$ cat src/shared/itcq_pkg.sv
package itcq_pkg;

    // ****************************************************************
    // register map
    // ****************************************************************
    localparam int APB_AW = 12;
    localparam logic [11:0] OFS_CTRL = 12'h000;
    localparam logic [11:0] OFS_FEAT = 12'h008;
    localparam logic [11:0] OFS_BASE_LO = 12'h080;
    localparam logic [11:0] OFS_BASE_HI = 12'h084;
    localparam logic [11:0] OFS_WOFS = 12'h088;
    localparam logic [11:0] OFS_ROFS = 12'h090;

    localparam int CTRL_EN_BIT = 0;
    localparam int CTRL_EMPTY_BIT = 1;
    localparam int CTRL_FULL_BIT = 2;
    localparam int CTRL_QUIET_BIT = 31;
    localparam int FEAT_TFMT_BIT = 19;
    localparam int ROFS_HALT_BIT = 0;
    localparam int WOFS_RETRY_BIT = 0;

    localparam logic [63:0] BASE_RST = 64'h0000_0000_0000_0000;
    // valid, cacheability, address, shareability, page count
    localparam logic [63:0] BASE_WMASK = 64'hB80F_FFFF_FFFF_0CFF;
    localparam int BASE_VALID_BIT = 63;
    localparam int BASE_ADDR_MSB = 51;
    localparam int BASE_ADDR_LSB = 16;
    localparam int SIZE_W = 8;

    // ****************************************************************
    // queue geometry
    // ****************************************************************
    localparam int ADDR_W = 52;
    localparam int OFS_W = 20;
    localparam int SLOT_BYTES = 32;
    localparam int SLOT_SHIFT = 5;
    localparam int PAGE_SHIFT = 12;
    localparam int SLOTS_PER_PAGE = 1 << (PAGE_SHIFT - SLOT_SHIFT);
    localparam int DW_W = 64;
    localparam int DW_BYTES = 8;
    localparam int DWS = 4;
    localparam int CMD_W = DW_W * DWS;

    // ****************************************************************
    // command codes and argument limits
    // ****************************************************************
    localparam logic [7:0] OP_PEND_CLEAR = 8'h01;
    localparam logic [7:0] OP_PEND_SET = 8'h02;
    localparam logic [7:0] OP_UNMAP_DROP = 8'h03;
    localparam logic [7:0] OP_CACHE_REFRESH_EVENT = 8'h04;
    localparam logic [7:0] OP_CACHE_REFRESH_COLLECTION = 8'h05;
    localparam logic [7:0] OP_MAP_COLLECTION = 8'h06;
    localparam logic [7:0] OP_MAP_REQUESTER = 8'h07;
    localparam logic [7:0] OP_MAP_EVENT_IDENTITY = 8'h08;
    localparam logic [7:0] OP_MAP_EVENT_EXPLICIT = 8'h09;
    localparam logic [7:0] OP_MOVE_ALL_PENDING = 8'h0A;
    localparam logic [7:0] OP_MOVE_EVENT = 8'h0B;
    localparam logic [7:0] OP_BARRIER = 8'h0C;
    localparam logic [7:0] OP_CACHE_REFRESH_VCORE = 8'h10;
    localparam logic [7:0] OP_VMAP_EVENT_IDENTITY = 8'h11;
    localparam logic [7:0] OP_VMAP_CORE_TABLE = 8'h12;
    localparam logic [7:0] OP_VMAP_EVENT_EXPLICIT = 8'h13;
    localparam logic [7:0] OP_VMOVE_EVENT = 8'h14;
    localparam logic [7:0] OP_VMOVE_CORE = 8'h15;
    localparam logic [7:0] OP_VBARRIER = 8'h16;

    localparam logic [31:0] IRQ_MIN = 32'h0000_2000;
    localparam logic [31:0] DBELL_NONE = 32'h0000_03FF;

    typedef struct packed {
        logic [7:0] op;
        logic [31:0] requester;
        logic [31:0] event_num;
        logic [31:0] irq;
        logic [31:0] doorbell;
        logic [15:0] collection;
        logic [15:0] vcore;
        logic [ADDR_W-1:0] target;
        logic [ADDR_W-1:0] target2;
        logic [ADDR_W-1:0] addr;
        logic [4:0] size;
        logic barrier;
    } itcq_cmd_t;

    typedef enum logic [3:0] {
        ST_IDLE = 4'b0001,
        ST_FETCH = 4'b0010,
        ST_ISSUE = 4'b0100,
        ST_EXEC = 4'b1000
    } itcq_state_t;

endpackage

$ cat src/verilog/itcq_decode.sv
`timescale 1ns/1ps

module itcq_decode (
    // fetched slot, double word 0 in the low bits
    input wire logic [itcq_pkg::CMD_W-1:0] raw,
    input wire logic tfmt,
    // decoded command
    output itcq_pkg::itcq_cmd_t cmd,
    output logic err
);

    logic [itcq_pkg::DW_W-1:0] dw0;
    logic [itcq_pkg::DW_W-1:0] dw1;
    logic [itcq_pkg::DW_W-1:0] dw2;
    logic [itcq_pkg::DW_W-1:0] dw3;

    // ****************************************************************
    // helpers
    // ****************************************************************
    // address or processor number
    function automatic logic [itcq_pkg::ADDR_W-1:0] resolve_target(input logic [35:0] f, input logic sel);
        resolve_target = sel ? {f, 16'h0000} : {16'h0000, f};
    endfunction

    // doorbell must be none or a message irq
    function automatic logic bad_doorbell(input logic [31:0] d);
        bad_doorbell = (d != itcq_pkg::DBELL_NONE) && (d < itcq_pkg::IRQ_MIN);
    endfunction

    // lowest address double word sits lowest
    assign dw0 = raw[0 +: itcq_pkg::DW_W];
    assign dw1 = raw[itcq_pkg::DW_W +: itcq_pkg::DW_W];
    assign dw2 = raw[2 * itcq_pkg::DW_W +: itcq_pkg::DW_W];
    assign dw3 = raw[3 * itcq_pkg::DW_W +: itcq_pkg::DW_W];

    // ****************************************************************
    // field extraction
    // ****************************************************************
    always_comb
    begin
        cmd.op = dw0[7:0];
        cmd.requester = dw0[63:32];
        cmd.size = dw0[12:8];
        cmd.event_num = dw1[31:0];
        cmd.irq = dw1[63:32];
        cmd.addr = {dw1[51:8], 8'h00};
        cmd.collection = dw2[15:0];
        cmd.vcore = dw2[31:16];
        cmd.doorbell = dw2[63:32];
        cmd.target = resolve_target(dw3[51:16], tfmt);
        cmd.target2 = resolve_target(dw1[51:16], tfmt);
        cmd.barrier = 1'b0;
        err = 1'b0;
        case (dw0[7:0])
            itcq_pkg::OP_PEND_CLEAR,
            itcq_pkg::OP_PEND_SET,
            itcq_pkg::OP_UNMAP_DROP,
            itcq_pkg::OP_CACHE_REFRESH_EVENT,
            itcq_pkg::OP_CACHE_REFRESH_COLLECTION,
            itcq_pkg::OP_CACHE_REFRESH_VCORE,
            itcq_pkg::OP_MAP_COLLECTION,
            itcq_pkg::OP_MAP_REQUESTER,
            itcq_pkg::OP_MOVE_ALL_PENDING,
            itcq_pkg::OP_MOVE_EVENT,
            itcq_pkg::OP_VMOVE_EVENT,
            itcq_pkg::OP_VMAP_CORE_TABLE,
            itcq_pkg::OP_VMOVE_CORE:
            begin
                err = 1'b0;
            end
            itcq_pkg::OP_MAP_EVENT_IDENTITY:
            begin
                cmd.irq = dw1[31:0];
                err = dw1[31:0] < itcq_pkg::IRQ_MIN;
            end
            itcq_pkg::OP_MAP_EVENT_EXPLICIT:
            begin
                err = dw1[63:32] < itcq_pkg::IRQ_MIN;
            end
            itcq_pkg::OP_VMAP_EVENT_IDENTITY:
            begin
                cmd.irq = dw1[31:0];
                err = (dw1[31:0] < itcq_pkg::IRQ_MIN) || bad_doorbell(dw2[63:32]);
            end
            itcq_pkg::OP_VMAP_EVENT_EXPLICIT:
            begin
                err = (dw1[63:32] < itcq_pkg::IRQ_MIN) || bad_doorbell(dw2[63:32]);
            end
            itcq_pkg::OP_BARRIER,
            itcq_pkg::OP_VBARRIER:
            begin
                cmd.barrier = 1'b1;
            end
            default:
            begin
                err = 1'b1;
            end
        endcase
    end

endmodule

$ cat src/verilog/itcq_top.sv
// Chosen here: the register offsets and the APB interface to the registers.
`timescale 1ns/1ps

// Functional notes
// - each slot is 32 bytes, 128 per page
// - command words are little endian
// - base 64KB aligned, length whole pages
// - base register holds valid, attributes, address, size
// - read offset advances and wraps to base
// - equal offsets mean empty, nothing fetched
// - full when writer one slot behind
// - commands run strictly one after another
// - halt flag stops all command processing
// - each command atomic against translation requests
// - barrier completion orders later translations
// - barrier drains target outstanding work first
// - pending clear translates then clears pending
// - pending set translates then sets pending
// - unmap drop clears, refreshes, unmaps, drops
// - refresh caches per event, collection, core
// - bind collection to target, requester table
// - event map identity or explicit irq
// - move event pending state; move all
// - core table map and move set entry
// - retry bit resumes after halt on error
// - target is address or processor number

module itcq_top (
    // clock and reset
    input wire logic pclk,
    input wire logic presetn,
    // apb slave
    input wire logic psel,
    input wire logic penable,
    input wire logic pwrite,
    input wire logic [itcq_pkg::APB_AW-1:0] paddr,
    input wire logic [31:0] pwdata,
    input wire logic [3:0] pstrb,
    output logic [31:0] prdata,
    output logic pready,
    output logic pslverr,
    // strap, caught after reset
    input wire logic target_format_sel,
    // queue memory reads
    output logic mem_req,
    output logic [itcq_pkg::ADDR_W-1:0] mem_addr,
    input wire logic mem_ack,
    input wire logic [itcq_pkg::DW_W-1:0] mem_rdata,
    // command execution
    output logic exec_valid,
    output itcq_pkg::itcq_cmd_t exec_cmd,
    input wire logic exec_done,
    input wire logic exec_err,
    // translation path
    output logic xlate_hold
);

    // ****************************************************************
    // declarations
    // ****************************************************************
    itcq_pkg::itcq_state_t state;
    itcq_pkg::itcq_state_t next_state;
    itcq_pkg::itcq_cmd_t dec_cmd;
    logic dec_err;
    logic ctrl_enable;
    logic [63:0] cbase;
    logic [itcq_pkg::OFS_W-1:0] wofs;
    logic [itcq_pkg::OFS_W-1:0] rofs;
    logic [itcq_pkg::OFS_W-1:0] q_end;
    logic [itcq_pkg::ADDR_W-1:0] base_addr;
    logic halted;
    logic tfmt;
    logic tfmt_taken;
    logic [1:0] dw_cnt;
    logic [itcq_pkg::DW_W-1:0] raw_dw [itcq_pkg::DWS];
    logic [itcq_pkg::CMD_W-1:0] raw;
    logic q_empty;
    logic q_full;
    logic can_run;
    logic quiet;
    logic wr_acc;
    logic ctrl_wr;
    logic base_lo_wr;
    logic base_hi_wr;
    logic wofs_wr;
    logic retry;
    logic [31:0] base_lo_new;
    logic [31:0] base_hi_new;
    logic [31:0] wofs_new;
    logic fetch_last;
    logic done_ok;
    logic halt_set;
    logic [31:0] rd_word;
    logic rd_ok;

    // ****************************************************************
    // helpers
    // ****************************************************************
    // step one slot, wrap at the top
    function automatic logic [itcq_pkg::OFS_W-1:0] next_slot(
        input logic [itcq_pkg::OFS_W-1:0] ofs,
        input logic [itcq_pkg::OFS_W-1:0] qend
    );
        logic [itcq_pkg::OFS_W-1:0] s;
        s = ofs + itcq_pkg::OFS_W'(itcq_pkg::SLOT_BYTES);
        next_slot = (s >= qend) ? '0 : s;
    endfunction

    // byte lanes honoured on every register write
    function automatic logic [31:0] merge(input logic [31:0] old, input logic [31:0] nw, input logic [3:0] strb);
        merge = old;
        for (int i = 0; i < 4; i++)
        begin
            if (strb[i])
            begin
                merge[8 * i +: 8] = nw[8 * i +: 8];
            end
        end
    endfunction

    // ****************************************************************
    // queue geometry and status
    // ****************************************************************
    // base on 64KB, length whole 4KB pages
    assign base_addr = {cbase[itcq_pkg::BASE_ADDR_MSB:itcq_pkg::BASE_ADDR_LSB], 16'h0000};
    assign q_end = {cbase[itcq_pkg::SIZE_W-1:0], {itcq_pkg::PAGE_SHIFT{1'b0}}};

    assign q_empty = wofs == rofs;
    assign q_full = next_slot(wofs, q_end) == rofs;

    assign can_run = ctrl_enable & cbase[itcq_pkg::BASE_VALID_BIT] & (|cbase[itcq_pkg::SIZE_W-1:0])
                     & ~halted & ~q_empty;
    assign quiet = (state == itcq_pkg::ST_IDLE) & (q_empty | ~ctrl_enable | halted);

    // ****************************************************************
    // apb decode
    // ****************************************************************
    // zero wait states: data was latched during setup
    assign pready = 1'b1;
    assign wr_acc = psel & penable & pwrite;
    assign ctrl_wr = wr_acc & (paddr == itcq_pkg::OFS_CTRL);
    assign base_lo_wr = wr_acc & (paddr == itcq_pkg::OFS_BASE_LO);
    assign base_hi_wr = wr_acc & (paddr == itcq_pkg::OFS_BASE_HI);
    assign wofs_wr = wr_acc & (paddr == itcq_pkg::OFS_WOFS);
    assign base_lo_new = merge(cbase[31:0], pwdata, pstrb) & itcq_pkg::BASE_WMASK[31:0];
    assign base_hi_new = merge(cbase[63:32], pwdata, pstrb) & itcq_pkg::BASE_WMASK[63:32];
    assign wofs_new = merge({12'h000, wofs}, pwdata, pstrb);
    assign retry = wofs_wr & pstrb[0] & pwdata[itcq_pkg::WOFS_RETRY_BIT];

    always_comb
    begin
        rd_word = '0;
        rd_ok = 1'b1;
        case (paddr)
            itcq_pkg::OFS_CTRL:
            begin
                rd_word[itcq_pkg::CTRL_EN_BIT] = ctrl_enable;
                rd_word[itcq_pkg::CTRL_EMPTY_BIT] = q_empty;
                rd_word[itcq_pkg::CTRL_FULL_BIT] = q_full;
                rd_word[itcq_pkg::CTRL_QUIET_BIT] = quiet;
            end
            itcq_pkg::OFS_FEAT:
            begin
                rd_word[itcq_pkg::FEAT_TFMT_BIT] = tfmt;
            end
            itcq_pkg::OFS_BASE_LO:
            begin
                rd_word = cbase[31:0];
            end
            itcq_pkg::OFS_BASE_HI:
            begin
                rd_word = cbase[63:32];
            end
            itcq_pkg::OFS_WOFS:
            begin
                rd_word[itcq_pkg::OFS_W-1:0] = wofs;
            end
            itcq_pkg::OFS_ROFS:
            begin
                rd_word[itcq_pkg::OFS_W-1:0] = rofs;
                rd_word[itcq_pkg::ROFS_HALT_BIT] = halted;
            end
            default:
            begin
                rd_ok = 1'b0;
            end
        endcase
    end

    always_ff @(posedge pclk or negedge presetn)
    begin
        if (!presetn)
        begin
            prdata <= 32'h0000_0000;
            pslverr <= 1'b0;
        end
        else if (psel & ~penable)
        begin
            prdata <= pwrite ? 32'h0000_0000 : rd_word;
            pslverr <= ~rd_ok;
        end
    end

    // ****************************************************************
    // software registers
    // ****************************************************************
    always_ff @(posedge pclk or negedge presetn)
    begin
        if (!presetn)
        begin
            ctrl_enable <= 1'b0;
        end
        else if (ctrl_wr & pstrb[0])
        begin
            ctrl_enable <= pwdata[itcq_pkg::CTRL_EN_BIT];
        end
    end

    always_ff @(posedge pclk or negedge presetn)
    begin
        if (!presetn)
        begin
            cbase <= itcq_pkg::BASE_RST;
        end
        else if (base_lo_wr)
        begin
            cbase[31:0] <= base_lo_new;
        end
        else if (base_hi_wr)
        begin
            cbase[63:32] <= base_hi_new;
        end
    end

    // software sets the next free slot
    always_ff @(posedge pclk or negedge presetn)
    begin
        if (!presetn)
        begin
            wofs <= '0;
        end
        else if (wofs_wr)
        begin
            wofs <= {wofs_new[itcq_pkg::OFS_W-1:itcq_pkg::SLOT_SHIFT], {itcq_pkg::SLOT_SHIFT{1'b0}}};
        end
    end

    // strap is read once, after the reset has gone
    always_ff @(posedge pclk or negedge presetn)
    begin
        if (!presetn)
        begin
            tfmt <= 1'b0;
            tfmt_taken <= 1'b0;
        end
        else if (!tfmt_taken)
        begin
            tfmt <= target_format_sel;
            tfmt_taken <= 1'b1;
        end
    end

    // ****************************************************************
    // read offset and halt
    // ****************************************************************
    assign fetch_last = (state == itcq_pkg::ST_FETCH) & mem_ack & (dw_cnt == 2'd3);
    assign done_ok = (state == itcq_pkg::ST_EXEC) & exec_done & ~exec_err;
    assign halt_set = ((state == itcq_pkg::ST_ISSUE) & dec_err) | ((state == itcq_pkg::ST_EXEC) & exec_done & exec_err);

    // advance after each command that completes without error, wrap to base
    always_ff @(posedge pclk or negedge presetn)
    begin
        if (!presetn)
        begin
            rofs <= '0;
        end
        else if (base_lo_wr | base_hi_wr)
        begin
            rofs <= '0;
        end
        else if (done_ok)
        begin
            rofs <= next_slot(rofs, q_end);
        end
    end

    // halt keeps the faulting slot, set wins over retry
    always_ff @(posedge pclk or negedge presetn)
    begin
        if (!presetn)
        begin
            halted <= 1'b0;
        end
        else if (halt_set)
        begin
            halted <= 1'b1;
        end
        else if (retry)
        begin
            halted <= 1'b0;
        end
    end

    // ****************************************************************
    // command sequencer
    // ****************************************************************
    // next fetch only from idle, after completion
    always_comb
    begin
        next_state = state;
        case (state)
            itcq_pkg::ST_IDLE:
            begin
                if (can_run)
                begin
                    next_state = itcq_pkg::ST_FETCH;
                end
            end
            itcq_pkg::ST_FETCH:
            begin
                if (fetch_last)
                begin
                    next_state = itcq_pkg::ST_ISSUE;
                end
            end
            itcq_pkg::ST_ISSUE:
            begin
                next_state = dec_err ? itcq_pkg::ST_IDLE : itcq_pkg::ST_EXEC;
            end
            itcq_pkg::ST_EXEC:
            begin
                if (exec_done)
                begin
                    next_state = itcq_pkg::ST_IDLE;
                end
            end
            default:
            begin
                next_state = itcq_pkg::ST_IDLE;
            end
        endcase
    end

    always_ff @(posedge pclk or negedge presetn)
    begin
        if (!presetn)
        begin
            state <= itcq_pkg::ST_IDLE;
        end
        else
        begin
            state <= next_state;
        end
    end

    // ****************************************************************
    // slot fetch
    // ****************************************************************
    assign mem_req = state == itcq_pkg::ST_FETCH;

    // four double words make one 32-byte slot
    always_ff @(posedge pclk or negedge presetn)
    begin
        if (!presetn)
        begin
            dw_cnt <= 2'd0;
            mem_addr <= '0;
        end
        else if ((state == itcq_pkg::ST_IDLE) & can_run)
        begin
            dw_cnt <= 2'd0;
            mem_addr <= base_addr + {32'h0000_0000, rofs};
        end
        else if (mem_req & mem_ack)
        begin
            dw_cnt <= dw_cnt + 2'd1;
            mem_addr <= mem_addr + itcq_pkg::ADDR_W'(itcq_pkg::DW_BYTES);
        end
    end

    // each word lands by its address order
    for (genvar g = 0; g < itcq_pkg::DWS; g++)
    begin : g_dw
        always_ff @(posedge pclk or negedge presetn)
        begin
            if (!presetn)
            begin
                raw_dw[g] <= '0;
            end
            else if (mem_req & mem_ack & (dw_cnt == 2'(g)))
            begin
                raw_dw[g] <= mem_rdata;
            end
        end
        assign raw[g * itcq_pkg::DW_W +: itcq_pkg::DW_W] = raw_dw[g];
    end

    itcq_decode u_decode (
        .raw(raw),
        .tfmt(tfmt),
        .cmd(dec_cmd),
        .err(dec_err)
    );

    // ****************************************************************
    // execution
    // ****************************************************************
    always_ff @(posedge pclk or negedge presetn)
    begin
        if (!presetn)
        begin
            exec_cmd <= '0;
        end
        else if ((state == itcq_pkg::ST_ISSUE) & ~dec_err)
        begin
            exec_cmd <= dec_cmd;
        end
    end

    assign exec_valid = state == itcq_pkg::ST_EXEC;
    // requests wait while a command applies
    assign xlate_hold = state == itcq_pkg::ST_EXEC;

endmodule

$ cat config.mk
export PLATFORM = sky130hd
export DESIGN_NAME = itcq_top
export DESIGN_NICKNAME = d
export VERILOG_FILES = /design/src/shared/itcq_pkg.sv /design/src/verilog/itcq_decode.sv /design/src/verilog/itcq_top.sv
export SDC_FILE = /design/constraint.sdc
export NUM_CORES = 1
export LEC_CHECK = 0
export BUFFER_PORTS_ARGS = -buffer_cell sky130_fd_sc_hd__clkbuf_2
export CAP_MARGIN = 5
export CORE_MARGIN = 4
export CORE_UTILIZATION = 50
export DETAILED_ROUTE_END_ITERATION = 7
export PLACE_DENSITY = 0.73
export SLEW_MARGIN = 30
export SYNTH_ARGS = -nofsm -noshare
export SYNTH_HDL_FRONTEND = slang
export SYNTH_SLANG_ARGS = --single-unit
$ cat constraint.sdc
create_clock -name pclk -period 7.9 [get_ports pclk]
set_clock_uncertainty 0.2 [all_clocks]
set_input_delay 0.79 -clock pclk [delete_from_list [all_inputs] [get_ports pclk]]
set_output_delay 0.79 -clock pclk [all_outputs]
set_load 0.02 [all_outputs]
Word level (Yosys, flattened, before mapping)
Index checks and enable logic that the tools add are counted.
{ "totals": {"regBits": 746, "latchBits": 0, "inputBits": 121, "memories": 0, "word_cells": 174, "rom_bits": 0, "mem_bits_rw": 0, "output_inout_bits": 419} }
{ "op_classes": {"div": 0, "muxes": 27, "order_cmp": 5, "mul": 0, "bitwise": 38, "shift": 0, "add_sub_neg": 5, "reduce_logical": 25, "eq_ne": 37} }
{ "op_table": {"columns": ["operator", "n"], "rows": [
  ["$mux 52", 4],
  ["$lt 32x14->1 const B", 3],
  ["$mux 20", 4],
  ["$mux 32", 2],
  ["$pmux 16 s4", 1],
  ["$eq 8x5->1 const B", 7],
  ["$add 52x20->52", 1],
  ["$add 52x4->52 const B", 1],
  ["$eq 12x8->1 const B", 4],
  ["$add 20x6->20 const B", 2],
  ["$eq 20x20->1", 2],
  ["$eq 8x4->1 const B", 5],
  ["$ge 20x20->1", 2],
  ["$eq 8x3->1 const B", 4],
  ["$ne 32x10->1 const B", 1],
  ["$and 1x1->1", 26],
  ["$pmux 11 s2", 1],
  ["$eq 8x2->1 const B", 2],
  ["$mux 4", 4],
  ["$pmux 4 s4", 1],
  ["$reduce_and 3->1", 5],
  ["$reduce_or 15->1", 1],
  ["$reduce_and 2->1", 7],
  ["$eq 12x4->1 const B", 1],
  ["25 further kinds", 46]
]} }

Longest topological paths before layout
Gate-level depths: netlist of the first run.
{ "logic_depth": {"ltp_word": 7, "mapped_depth": 17, "ltp_nobuf": 15} }

Cells and area by module
Synthesis of the first run repeated with hierarchy kept, for this count alone.
{ "unflattened": {"cells_unflattened": 2761, "hier_area_um2": 35009.8} }
{ "by_module_without_submodules": {"columns": ["mod", "n_inst", "cells_per_inst", "area_each_um2", "seq_area_each_um2"], "rows": [
  ["itcq_top", 1, 2370, 31980.7, 18994.5],
  ["itcq_decode", 1, 391, 3029.2, 0.0]
]} }

Worst setup path before layout of the first run
OpenSTA, ideal clock, no wires.
{ "synth_path": {"path_type": "flip-flop to flip-flop", "from": "register rofs[7] (netlist name)", "to": "register rofs[10] (netlist name)", "slack_ns": 4.263, "path_stages_with_launch": 17, "arrival_time_ns": 3.327, "period_less_slack_ns": 3.637, "t_required_ns": 7.590, "n_path_buf": 2, "setup_ns": 0.110, "path_cell_list": "dfrtp_1 > clkbuf_1 > nand3_1 > nor3_1 > and3_1 > and3_1 > nand3_1 > xnor2_1 > ha_1 > a21o_1 > a211o_1 > a21oi_1 > o21ai_1 > buf_2 > o21ai_0 > nand2_1 > o41ai_1"} }
{ "synth_via": {"elab_chain_cells": 5} }
{ "synth_rtl": {"columns": ["item", "line_no", "source"], "rows": [
  ["start: declaration", "itcq_top.sv:68", "logic [itcq_pkg::OFS_W-1:0] rofs;"],
  ["start signal: assignment", "itcq_top.sv:283", "rofs <= next_slot(rofs, q_end);"],
  ["$add 20x6->20 (*)", "itcq_top.sv:105", "s = ofs + itcq_pkg::OFS_W'(itcq_pkg::SLOT_BYTES);"],
  ["$ge 20x20->1", "itcq_top.sv:106", "next_slot = (s >= qend) ? '0 : s;"],
  ["$mux 20 (*)", "itcq_top.sv:106", null],
  ["$mux 20 (*)", "itcq_top.sv:281", "else if (done_ok)"],
  ["$mux 20 (*)", "itcq_top.sv:277", "else if (base_lo_wr | base_hi_wr)"]
]} }
Mark *: on every way between the ends. The rest lies on a longest branch, timed or not. The select of a mux whose other input is x is not followed.
A chain may end at the register's enable or synchronous reset.

Worst setup path in the final report of the first run
{ "layout_path": {"from": "register raw_dw, in the netlist raw[88]", "to": "register exec_cmd[298] (netlist name)"} }
{ "layout_via": {"elab_chain_cells": 5} }
{ "layout_rtl": {"columns": ["item", "line_no", "source"], "rows": [
  ["start: declaration", "itcq_top.sv:75", "logic [itcq_pkg::DW_W-1:0] raw_dw [itcq_pkg::DWS];"],
  ["start signal: indexed assignment", "itcq_top.sv:392", "raw_dw[g] <= mem_rdata;"],
  ["$lt 32x14->1 (*)", "itcq_decode.sv:74, itcq_decode.sv:83", null],
  ["$logic_or 1x1->1", "itcq_decode.sv:83", "err = (dw1[31:0] < itcq_pkg::IRQ_MIN) || bad_doorbell(dw2[63:32]);"],
  ["$pmux 1 s5 (*)", "itcq_decode.sv:54", "case (dw0[7:0])"],
  ["$not 1->1 (*)", "itcq_top.sv:414", "else if ((state == itcq_pkg::ST_ISSUE) & ~dec_err)"],
  ["$and 1x1->1 (*)", "itcq_top.sv:414", null],
  ["end signal: assignment", "itcq_top.sv:416", "exec_cmd <= dec_cmd;"],
  ["end: declaration", "itcq_top.sv:51", "output itcq_pkg::itcq_cmd_t exec_cmd,"]
]} }
Mark *: on every way between the ends. The rest lies on a longest branch, timed or not.

==> results of run 1 <==
[cell families after synthesis]
kind of cell	synth area share [%]
mux	18.9
flops	56.1
buf+inv	3.47
simple gates	10.5
fa+ha+maj	1.18
compound gates	7.02
other cells	0.0247
xor+xnor	2.89
[worst max-delay path: cells and delay by family (launching register included)]
family,cells,cell delay (ns)
and+or+nand+nor,5,1.57
buffers and inverters,2,1.52
DFF,1,0.59
muxes,1,0.43
[report_power, final]
part	internal (W)	switching [W]	leakage (nW)
Combinational	0.0000551	0.000154	7.71
Clock	0.00194	0.00143	1.17
Sequential	0.00349	0.0000103	9.29
Total	0.00548	0.00159	18.2
[through the flow]
stage          area (um^2)  hold slack, ns  util, %
6_report             35900          0.0381     59.6
5_1_grt              35900          0.0906     59.6
4_1_cts              35800          0.0512     59.4
3_5_place_dp         33400           0.270     55.5
3_3_place_gp         33400           0.260     55.5
2_1_floorplan        30400           0.271        -
[final cells by class]
class	count	area [um^2]
diodes	1	2.50
clock buffers	107	2120
clock inverters	23	224
fillers	4862	24400
inverters	37	139
multi-input cells	1669	12400
flip-flops and latches	680	17000
well taps	782	978
repair buffers	561	3010
[synthesized netlist by cell type (all sizes together), types with 5 or more instances]
library cell	number
or3	6
and2	12
mux2i	84
nor4b	6
nor4	31
ha	27
nor2	57
xnor2	45
inv	37
and3	23
o21ai	240
nand2b	44
o22ai	5
nor3b	5
a22o	9
nor3	26
a222oi	16
and4	8
or2	6
buf	85
dfrtp	679
nand2	327
mux2	435
nand4	32
clkbuf	93
xor2	55
nand3	54
o31ai	10
nor2b	8
a21oi	26
[cells in the final DEF, fill, tap and decap left out, drive strengths merged, types with 26 or more instances in the layout]
master / n
mux2: 435
nor4: 31
ha: 27
xor2: 55
nand4: 32
o21ai: 240
buf: 32
inv: 42
xnor2: 45
a21oi: 26
mux2i: 84
nand2: 327
dfrtp: 679
clkbuf: 636
nand2b: 44
nor3: 26
nor2: 57
nand3: 54
[flip-flops by register name (all words and copies together) (netlist names)]
name         cells
cbase           50
ctrl_enable      1
dw_cnt           2
exec_cmd       298
halted           1
mem_addr        50
prdata          32
pslverr          1
raw            209
rofs            15
state            4
tfmt             1
tfmt_taken       1
wofs            15
[metal layers]
metal | wire, um | vias to the layer above | track usage [%]
li1 | - | 9905 | -
met1 | 39300 | 11200 | 39.6
met2 | 42900 | 934 | 44.1
met3 | 8680 | 232 | 8.74
met4 | 4960 | 2 | 13.2
met5 | 15 | - | 0
[worst paths after layout]
kind | cells past startpoint | endpoint | slack [ns] | from
max reg2reg | 8 | exec_cmd[298]$_DFFE_PN0P_ | 3.29 | raw[88]$_DFFE_PN0P_
min reg2reg | 2 | exec_cmd[62]$_DFFE_PN0P_ | 0.28 | exec_cmd[62]$_DFFE_PN0P_
min | 1 | exec_cmd[171]$_DFFE_PN0P_ | 0.04 | presetn
max in group asynchronous | 3 | exec_cmd[188]$_DFFE_PN0P_ | 6.00 | presetn
max | 8 | exec_cmd[298]$_DFFE_PN0P_ | 3.29 | raw[88]$_DFFE_PN0P_
min in group pclk | 3 | cbase[26]$_DFFE_PN0P_ | 0.20 | pwdata[26]
==> tab_implementation.tex, run 1 <==
\begin{tabular}{lr}
\hline
Metric & Value \\
\hline
\multicolumn{2}{l}{\textbf{Setup path}} \\
\quad Worst endpoint data arrival time & $\sim$5 ns \\
\quad Worst path cell trace & nor4\_1, nand4\_1, nor4\_1, nand2\_1, nand4\_1, buf\_12, buf\_4, mux2\_2 \\
\quad Cell at the slowest stage of the critical path & buf\_4 \\
\quad CP Max Fanout & between 200 and 250 \\
\quad CP required & between 8 and 9 ns \\
\quad Critical path class & register to register \\
\quad Delay of the slowest cell on the worst path & between 0.8 and 0.9 ns \\
\quad Worst Setup End Kind & register \\
\quad Kind of start point of the critical path & register \\
\multicolumn{2}{l}{\textbf{Yosys}} \\
\quad Number of flops mapped to enable cells by yosys & 0 \\
\quad Flip-flop and latch count after synthesis & slightly below 700 \\
\quad Warnings, synthesis & 0 \\
\quad Part of the Yosys area used for sequential elements & 56.1\% \\
\quad Most used DFF post-synth & dfrtp\_1 \\
\quad Async S/R FF share, synth & 100\% \\
\quad Count of unique library cells instantiated by Yosys & 74 \\
\quad Cell type with the highest aggregate area in the netlist & dfrtp\_1 \\
\quad Post-synthesis cell count & 2,556 \\
\quad Average footprint of a synthesized cell & between 10 and 15 um\^{}2 \\
\quad Combined area of all synthesized cells & between 30,000 and 40,000 um\^{}2 \\
\quad Ranking of synthesized cells by area & dfrtp\_1 56\%, mux2\_2 16\%, nand2\_1 4.0\%, o21ai\_0 3.9\%, mux2i\_1 2.8\% \\
\quad Share of Yosys cell area claimed by the top area cell type & roughly 56\% \\
\multicolumn{2}{l}{\textbf{Clock network}} \\
\quad Number of resized instances in the post-cts repair step & 0 \\
\quad Clock slew at the register clock pins of the worst setup and hold paths & 0.06 ns \\
\quad Maximum level of the CTS H-tree & 3 \\
\quad Number of clock sinks & 680 \\
\quad Post-CTS Hold Buffers & 0 \\
\quad Inserted Clock Buffers & between 70 and 80 \\
\quad Number of buffers on the longest clock path & 3 \\
\quad Root buffer selected by CTS & clkbuf\_16 \\
\quad Clock tree from TritonCTS & built \\
\quad Clock latency of the later-clocked register in the worst-skew pair & 0.63 ns \\
\quad Number of post-CTS setup repair buffers & 0 \\
\multicolumn{2}{l}{\textbf{Floorplanning}} \\
\quad Die Footprint & between 60,000 and 70,000 um\^{}2 \\
\quad Placeable core region & between 60,000 and 70,000 um\^{}2 \\
\quad I/O pin count & 540 \\
\quad Height of the die & roughly 250 um \\
\quad Rows & 90 \\
\quad Effective utilization at floorplan & roughly 50\% \\
\quad Horizontal die dimension & between 200 and 300 um \\
\multicolumn{2}{l}{\textbf{Drt}} \\
\quad Average vias per placed instance & slightly below 6 \\
\quad Final routed wirelength across all metal layers & $\sim$96,000 um \\
\quad Via count & between 20,000 and 25,000 \\
\quad Average wire per cell in the routed design & about 25 um \\
\quad Pre-antenna DRT Iters & 8 \\
\quad Residual DRC count & 0 \\
\quad Number of violations reported at the end of detailed-routing iteration 0 & 1,747 \\
\quad ANT nets after route & 0 \\
\multicolumn{2}{l}{\textbf{Global routing}} \\
\quad Global-route usage over all layers & around 29\% \\
\quad Total grt overflow & 0 \\
\quad Number of global-route vias before repair & about 22,000 \\
\quad Global-route wire length before repair & roughly 140,000 um \\
\quad Antenna violations before repair & 4 \\
\quad Pin count of the biggest net entering global routing & slightly above 200 \\
\multicolumn{2}{l}{\textbf{STA}} \\
\quad Unrepaired setup endpoints after global routing & false \\
\quad Final hold violation count & 0 \\
\quad Total Neg Setup Slack & 0 ns \\
\quad Rel. slew slack & between 30 and 40\% \\
\quad Final period demand of the worst path & about 4.6 ns \\
\quad Number of endpoints failing setup at the final stage & 0 \\
\quad Final cycle utilization of the critical path & between 50\% and 60\% \\
\quad Fin. max-slew vios & 0 \\
\quad Slew at the pin with the worst max-slew slack & 0.948 ns \\
\quad Fmax & between 200 and 250 MHz \\
\quad Setup WS post-layout & 3.29 ns \\
\multicolumn{2}{l}{\textbf{Hold path}} \\
\quad Worst hold-check path type & primary input to asynchronous set/reset pin \\
\multicolumn{2}{l}{\textbf{Place}} \\
\quad Setup slack after placement & $\sim$3.4 ns \\
\quad Post-detailed-placement half-perimeter wirelength & between 60,000 and 70,000 um \\
\quad Inst Count DP & $\sim$3,700 \\
\quad Number of buffers inserted by port buffering & 530 \\
\quad Global placer's final weighted congestion & between 0.9 and 1 \\
\multicolumn{2}{l}{\textbf{Cells and area}} \\
\quad Number of standard cells in the final layout excluding fillers & 3,860 \\
\quad Share of cells above drive strength 1 & 37.1\% \\
\quad Nets & between 3,000 and 4,000 \\
\quad Layout-stage area growth over the synthesis result & 18.2\% \\
\multicolumn{2}{l}{\textbf{Job}} \\
\quad Number of max-cap violations & 0 \\
\multicolumn{2}{l}{\textbf{Power and ir drop}} \\
\quad VDD IR max & approximately 0.17 mV \\
\quad Total power draw & 0.00708 W \\
\quad LEAKAGE & around 18 nW \\
\quad Total power per unit cell area & between 150 and 200 nW/um\^{}2 \\
\multicolumn{2}{l}{\textbf{Status}} \\
\quad Result of the run & finished, final reports clean \\
\hline
\end{tabular}
Power figures use the tool's default switching activity.
==> inputs of run 2 (changes only) <==
PLACE_DENSITY = 0.75   (was 0.73)
clock period = 3.8 ns   (was 7.9 ns; I/O delays follow)
==> run 2 against run 1 <==
Effect of this change:
- via count rose by 4.4%
- first-iteration DRC count up 14%
- register-to-register slack lost 3.1 ns
- sequential share of layout area down 2.4 points
- setup slack worse by 3.1 ns
- utilization up 3.2 points
- critical endpoint is now prdata[2]$_DFFE_PN0P_
- largest cell class unchanged
- highest routed layer unchanged
==> tab_implementation.tex, run 2 (synthesis gave the netlist of run 1 again) <==
\begin{tabular}{lr}
\hline
Metric & Value \\
\hline
\multicolumn{2}{l}{\textbf{Setup path}} \\
\quad Launch instance of the worst register-to-register path & wofs[6]\$\_DFFE\_PN0P\_ \\
\quad Setup slack of the worst register-to-register path & 0.21 ns (-3.08 ns) \\
\quad Critical path endpoint & prdata[2]\$\_DFFE\_PN0P\_ \\
\quad Worst endpoint data arrival time & 3.93 ns (-0.99 ns) \\
\quad Critical path class & register to register \\
\quad Kind of start point of the critical path & register \\
\quad CP Max Fanout & 2 (-99\%) \\
\quad Worst Setup End Kind & register \\
\quad Critical Path Source & wofs[6]\$\_DFFE\_PN0P\_ \\
\quad Number of cells on the worst reg-to-reg path & 15 (+7) \\
\quad Worst flop-to-flop path endpoint & prdata[2]\$\_DFFE\_PN0P\_ \\
\quad CP required & 4.13 ns (-4.08 ns) \\
\multicolumn{2}{l}{\textbf{Floorplanning}} \\
\quad Effective utilization at floorplan & 50.4\% (unchanged) \\
\quad Placeable core region & 60,200 um\^{}2 (unchanged) \\
\quad Rows & 90 (unchanged) \\
\quad Height of the die & 254 um (unchanged) \\
\quad Die Footprint & 64,700 um\^{}2 (unchanged) \\
\quad I/O pin count & 540 (unchanged) \\
\quad Horizontal die dimension & 254 um (unchanged) \\
\multicolumn{2}{l}{\textbf{Cells and area}} \\
\quad Largest register FFs & 298 (unchanged) \\
\quad Nets & 3,342 (+5.4\%) \\
\quad Layout-stage area growth over the synthesis result & 24.5\% \\
\quad Highest-count cells in the layout ignoring fill and taps & 678 x dfrtp\_1, 529 x clkbuf\_2, 435 x mux2\_2 \\
\quad Most common library cell in the layout ignoring fill and taps & dfrtp\_1 \\
\quad Share of cells above drive strength 1 & 38.2\% (+1.1 points) \\
\quad Register ranked first by flip-flop count & exec\_cmd \\
\multicolumn{2}{l}{\textbf{Clock network}} \\
\quad Clock latency of the later-clocked register in the worst-skew pair & 0.63 ns (about the same) \\
\quad Clock slew at the register clock pins of the worst setup and hold paths & 0.06 ns (about the same) \\
\quad Root buffer selected by CTS & clkbuf\_16 \\
\quad Number of clock sinks & 680 (unchanged) \\
\quad Number of buffers on the longest clock path & 3 (unchanged) \\
\quad Clock tree from TritonCTS & built \\
\quad Maximum level of the CTS H-tree & 3 (unchanged) \\
\quad Inserted Clock Buffers & 73 (+1.4\%) \\
\multicolumn{2}{l}{\textbf{Global routing}} \\
\quad Antenna violations before repair & 7 (+3) \\
\quad Pin count of the biggest net entering global routing & 152 (-25\%) \\
\quad Global-route usage over all layers & 30.9\% (+1.6 points) \\
\quad Number of global-route vias before repair & 23,800 (+8.2\%) \\
\quad Global-route wire length before repair & 151,000 um (+6.4\%) \\
\quad Total grt overflow & 0 (unchanged) \\
\multicolumn{2}{l}{\textbf{STA}} \\
\quad Final hold violation count & 0 (unchanged) \\
\quad Unrepaired setup endpoints after global routing & true \\
\quad Rel. slew slack & 39.4\% (+2.8 points) \\
\quad WHS & 0.0292 ns (-0.00891 ns) \\
\quad Number of endpoints failing setup at the final stage & 0 (unchanged) \\
\quad Total Neg Setup Slack & 0 ns (unchanged) \\
\quad Fmax & 278 MHz (+28\%) \\
\quad Fin. max-slew vios & 0 (unchanged) \\
\quad Slew at the pin with the worst max-slew slack & 0.910 ns (-0.0381 ns) \\
\quad Final period demand of the worst path & 3.59 ns (-1.02 ns) \\
\quad Final cycle utilization of the critical path & 94.6\% (+36 points) \\
\multicolumn{2}{l}{\textbf{Hold path}} \\
\quad Worst hold-check path type & primary input to asynchronous set/reset pin \\
\multicolumn{2}{l}{\textbf{Drt}} \\
\quad Residual DRC count & 0 (unchanged) \\
\quad Pre-antenna DRT Iters & 6 (-2) \\
\quad Via count & 23,300 (+4.4\%) \\
\quad ANT nets after route & 0 (unchanged) \\
\quad Number of violations reported at the end of detailed-routing iteration 0 & 1,986 (+14\%) \\
\quad Average wire per cell in the routed design & 25.1 um (+0.94\%) \\
\quad Average vias per placed instance & 5.77 (-0.16\%) \\
\quad Final routed wirelength across all metal layers & 101,000 um (+5.5\%) \\
\multicolumn{2}{l}{\textbf{Power and ir drop}} \\
\quad LEAKAGE & 19.1 nW (+5.0\%) \\
\quad Total power per unit cell area & 404 nW/um\^{}2 (+110\%) \\
\quad VDD IR max & 0.312 mV (+89\%) \\
\multicolumn{2}{l}{\textbf{Job}} \\
\quad Number of max-cap violations & 0 (unchanged) \\
\multicolumn{2}{l}{\textbf{Place}} \\
\quad Number of buffers inserted by port buffering & 530 (unchanged) \\
\quad Global placer's final weighted congestion & 0.981 (+0.32\%) \\
\quad Post-detailed-placement half-perimeter wirelength & 74,100 um (+6.5\%) \\
\multicolumn{2}{l}{\textbf{Status}} \\
\quad Result of the run & finished, final reports clean \\
\hline
\end{tabular}
run 2: cell count changes in the layout (fill, tap and decap cells not counted), sizes merged:
| cell | change |
|---|---|
| diode | +2 |
| bufinv | +3 |
| inv | -2 |
| clkinv | +5 |
| buf | +69 |
| clkinvlp | +3 |
| dlygate4sd3 | +102 |
| clkbuf | -6 |
run 2: routing by layer:
| metal | share of wire [%] | wire length [um] | GRT usage (%) |
|---|---|---|---|
| met1 | 39 | 39900 | 40.4 |
| met2 | 46 | 46900 | 48.6 |
| met3 | 9.5 | 9650 | 8.76 |
| met4 | 4.6 | 4670 | 13.4 |
| met5 | 0.031 | 31 | 0 |
run 2: cell type report:
type                       instances  area, um^2
clock inverter                    32         434
sequential                       680       17000
fill                            4634       22500
antenna                            3        7.51
multi-input combinational       1669       12500
tap                              782         978
clock buffer                     101        2140
inverter                          37         139
timing repair buffer             732        4600
run 2: power breakdown:
part	internal, W	switching, W	total (W)
registers	0.00725	0.0000230	0.00727
logic	0.000182	0.000342	0.000524
clock network	0.00435	0.00313	0.00748
run 2: worst max-delay path: stages, from the launching register on:
cell and delay [ns]:
dfrtp_1 0.37, ha_2 0.21, nand2_2 0.09, nor4_4 0.34
nand3_2 0.13, xor2_2 0.16, inv_1 0.06, ha_1 0.29
nand4_1 0.16, nor3_2 0.20, and3_1 0.17, nand3_1 0.10
a311o_1 0.38, a2111oi_2 0.37, nand4_1 0.14, o21ai_1 0.14
run 2: through the flow:
step	cell area (um^2)	std cells	total power (W)	worst slack, ns	utilization, %
CTS	37600	4029	0.0154	0.00994	62.4
detailed placement	34000	3794	0.00784	-0.0309	56.5
floorplan	30400	2564	0.00751	0.163	-
global route	37800	4035	0.0157	-0.0149	62.7
finish	37800	4036	0.0153	0.205	62.7
global placement	34000	3794	0.00783	0.0506	56.5
run 2: worst min-delay path by stage:
| stage | start | end | slack, ns | cells after the start |
|---|---|---|---|---|
| after floorplan | presetn | cbase[0]$_DFFE_PN0P_ | -0.12 | 0 |
| after global placement | presetn | exec_cmd[171]$_DFFE_PN0P_ | 0.07 | 1 |
| after detailed placement | presetn | exec_cmd[171]$_DFFE_PN0P_ | 0.08 | 1 |
| after CTS | presetn | raw[147]$_DFFE_PN0P_ | 0.004 | 2 |
| after global routing | presetn | raw[147]$_DFFE_PN0P_ | 0.04 | 2 |
| final | presetn | exec_cmd[171]$_DFFE_PN0P_ | 0.03 | 2 |
run 2: timing repair:
action                                  in CTS  in global routing
endpoints found under the hold margin      455                  0
pin swaps                                    0                  4
setup buffers                                0                  3
hold buffers                               102                  0
resized for setup                            2                 22
endpoints found under the setup margin       2                 16
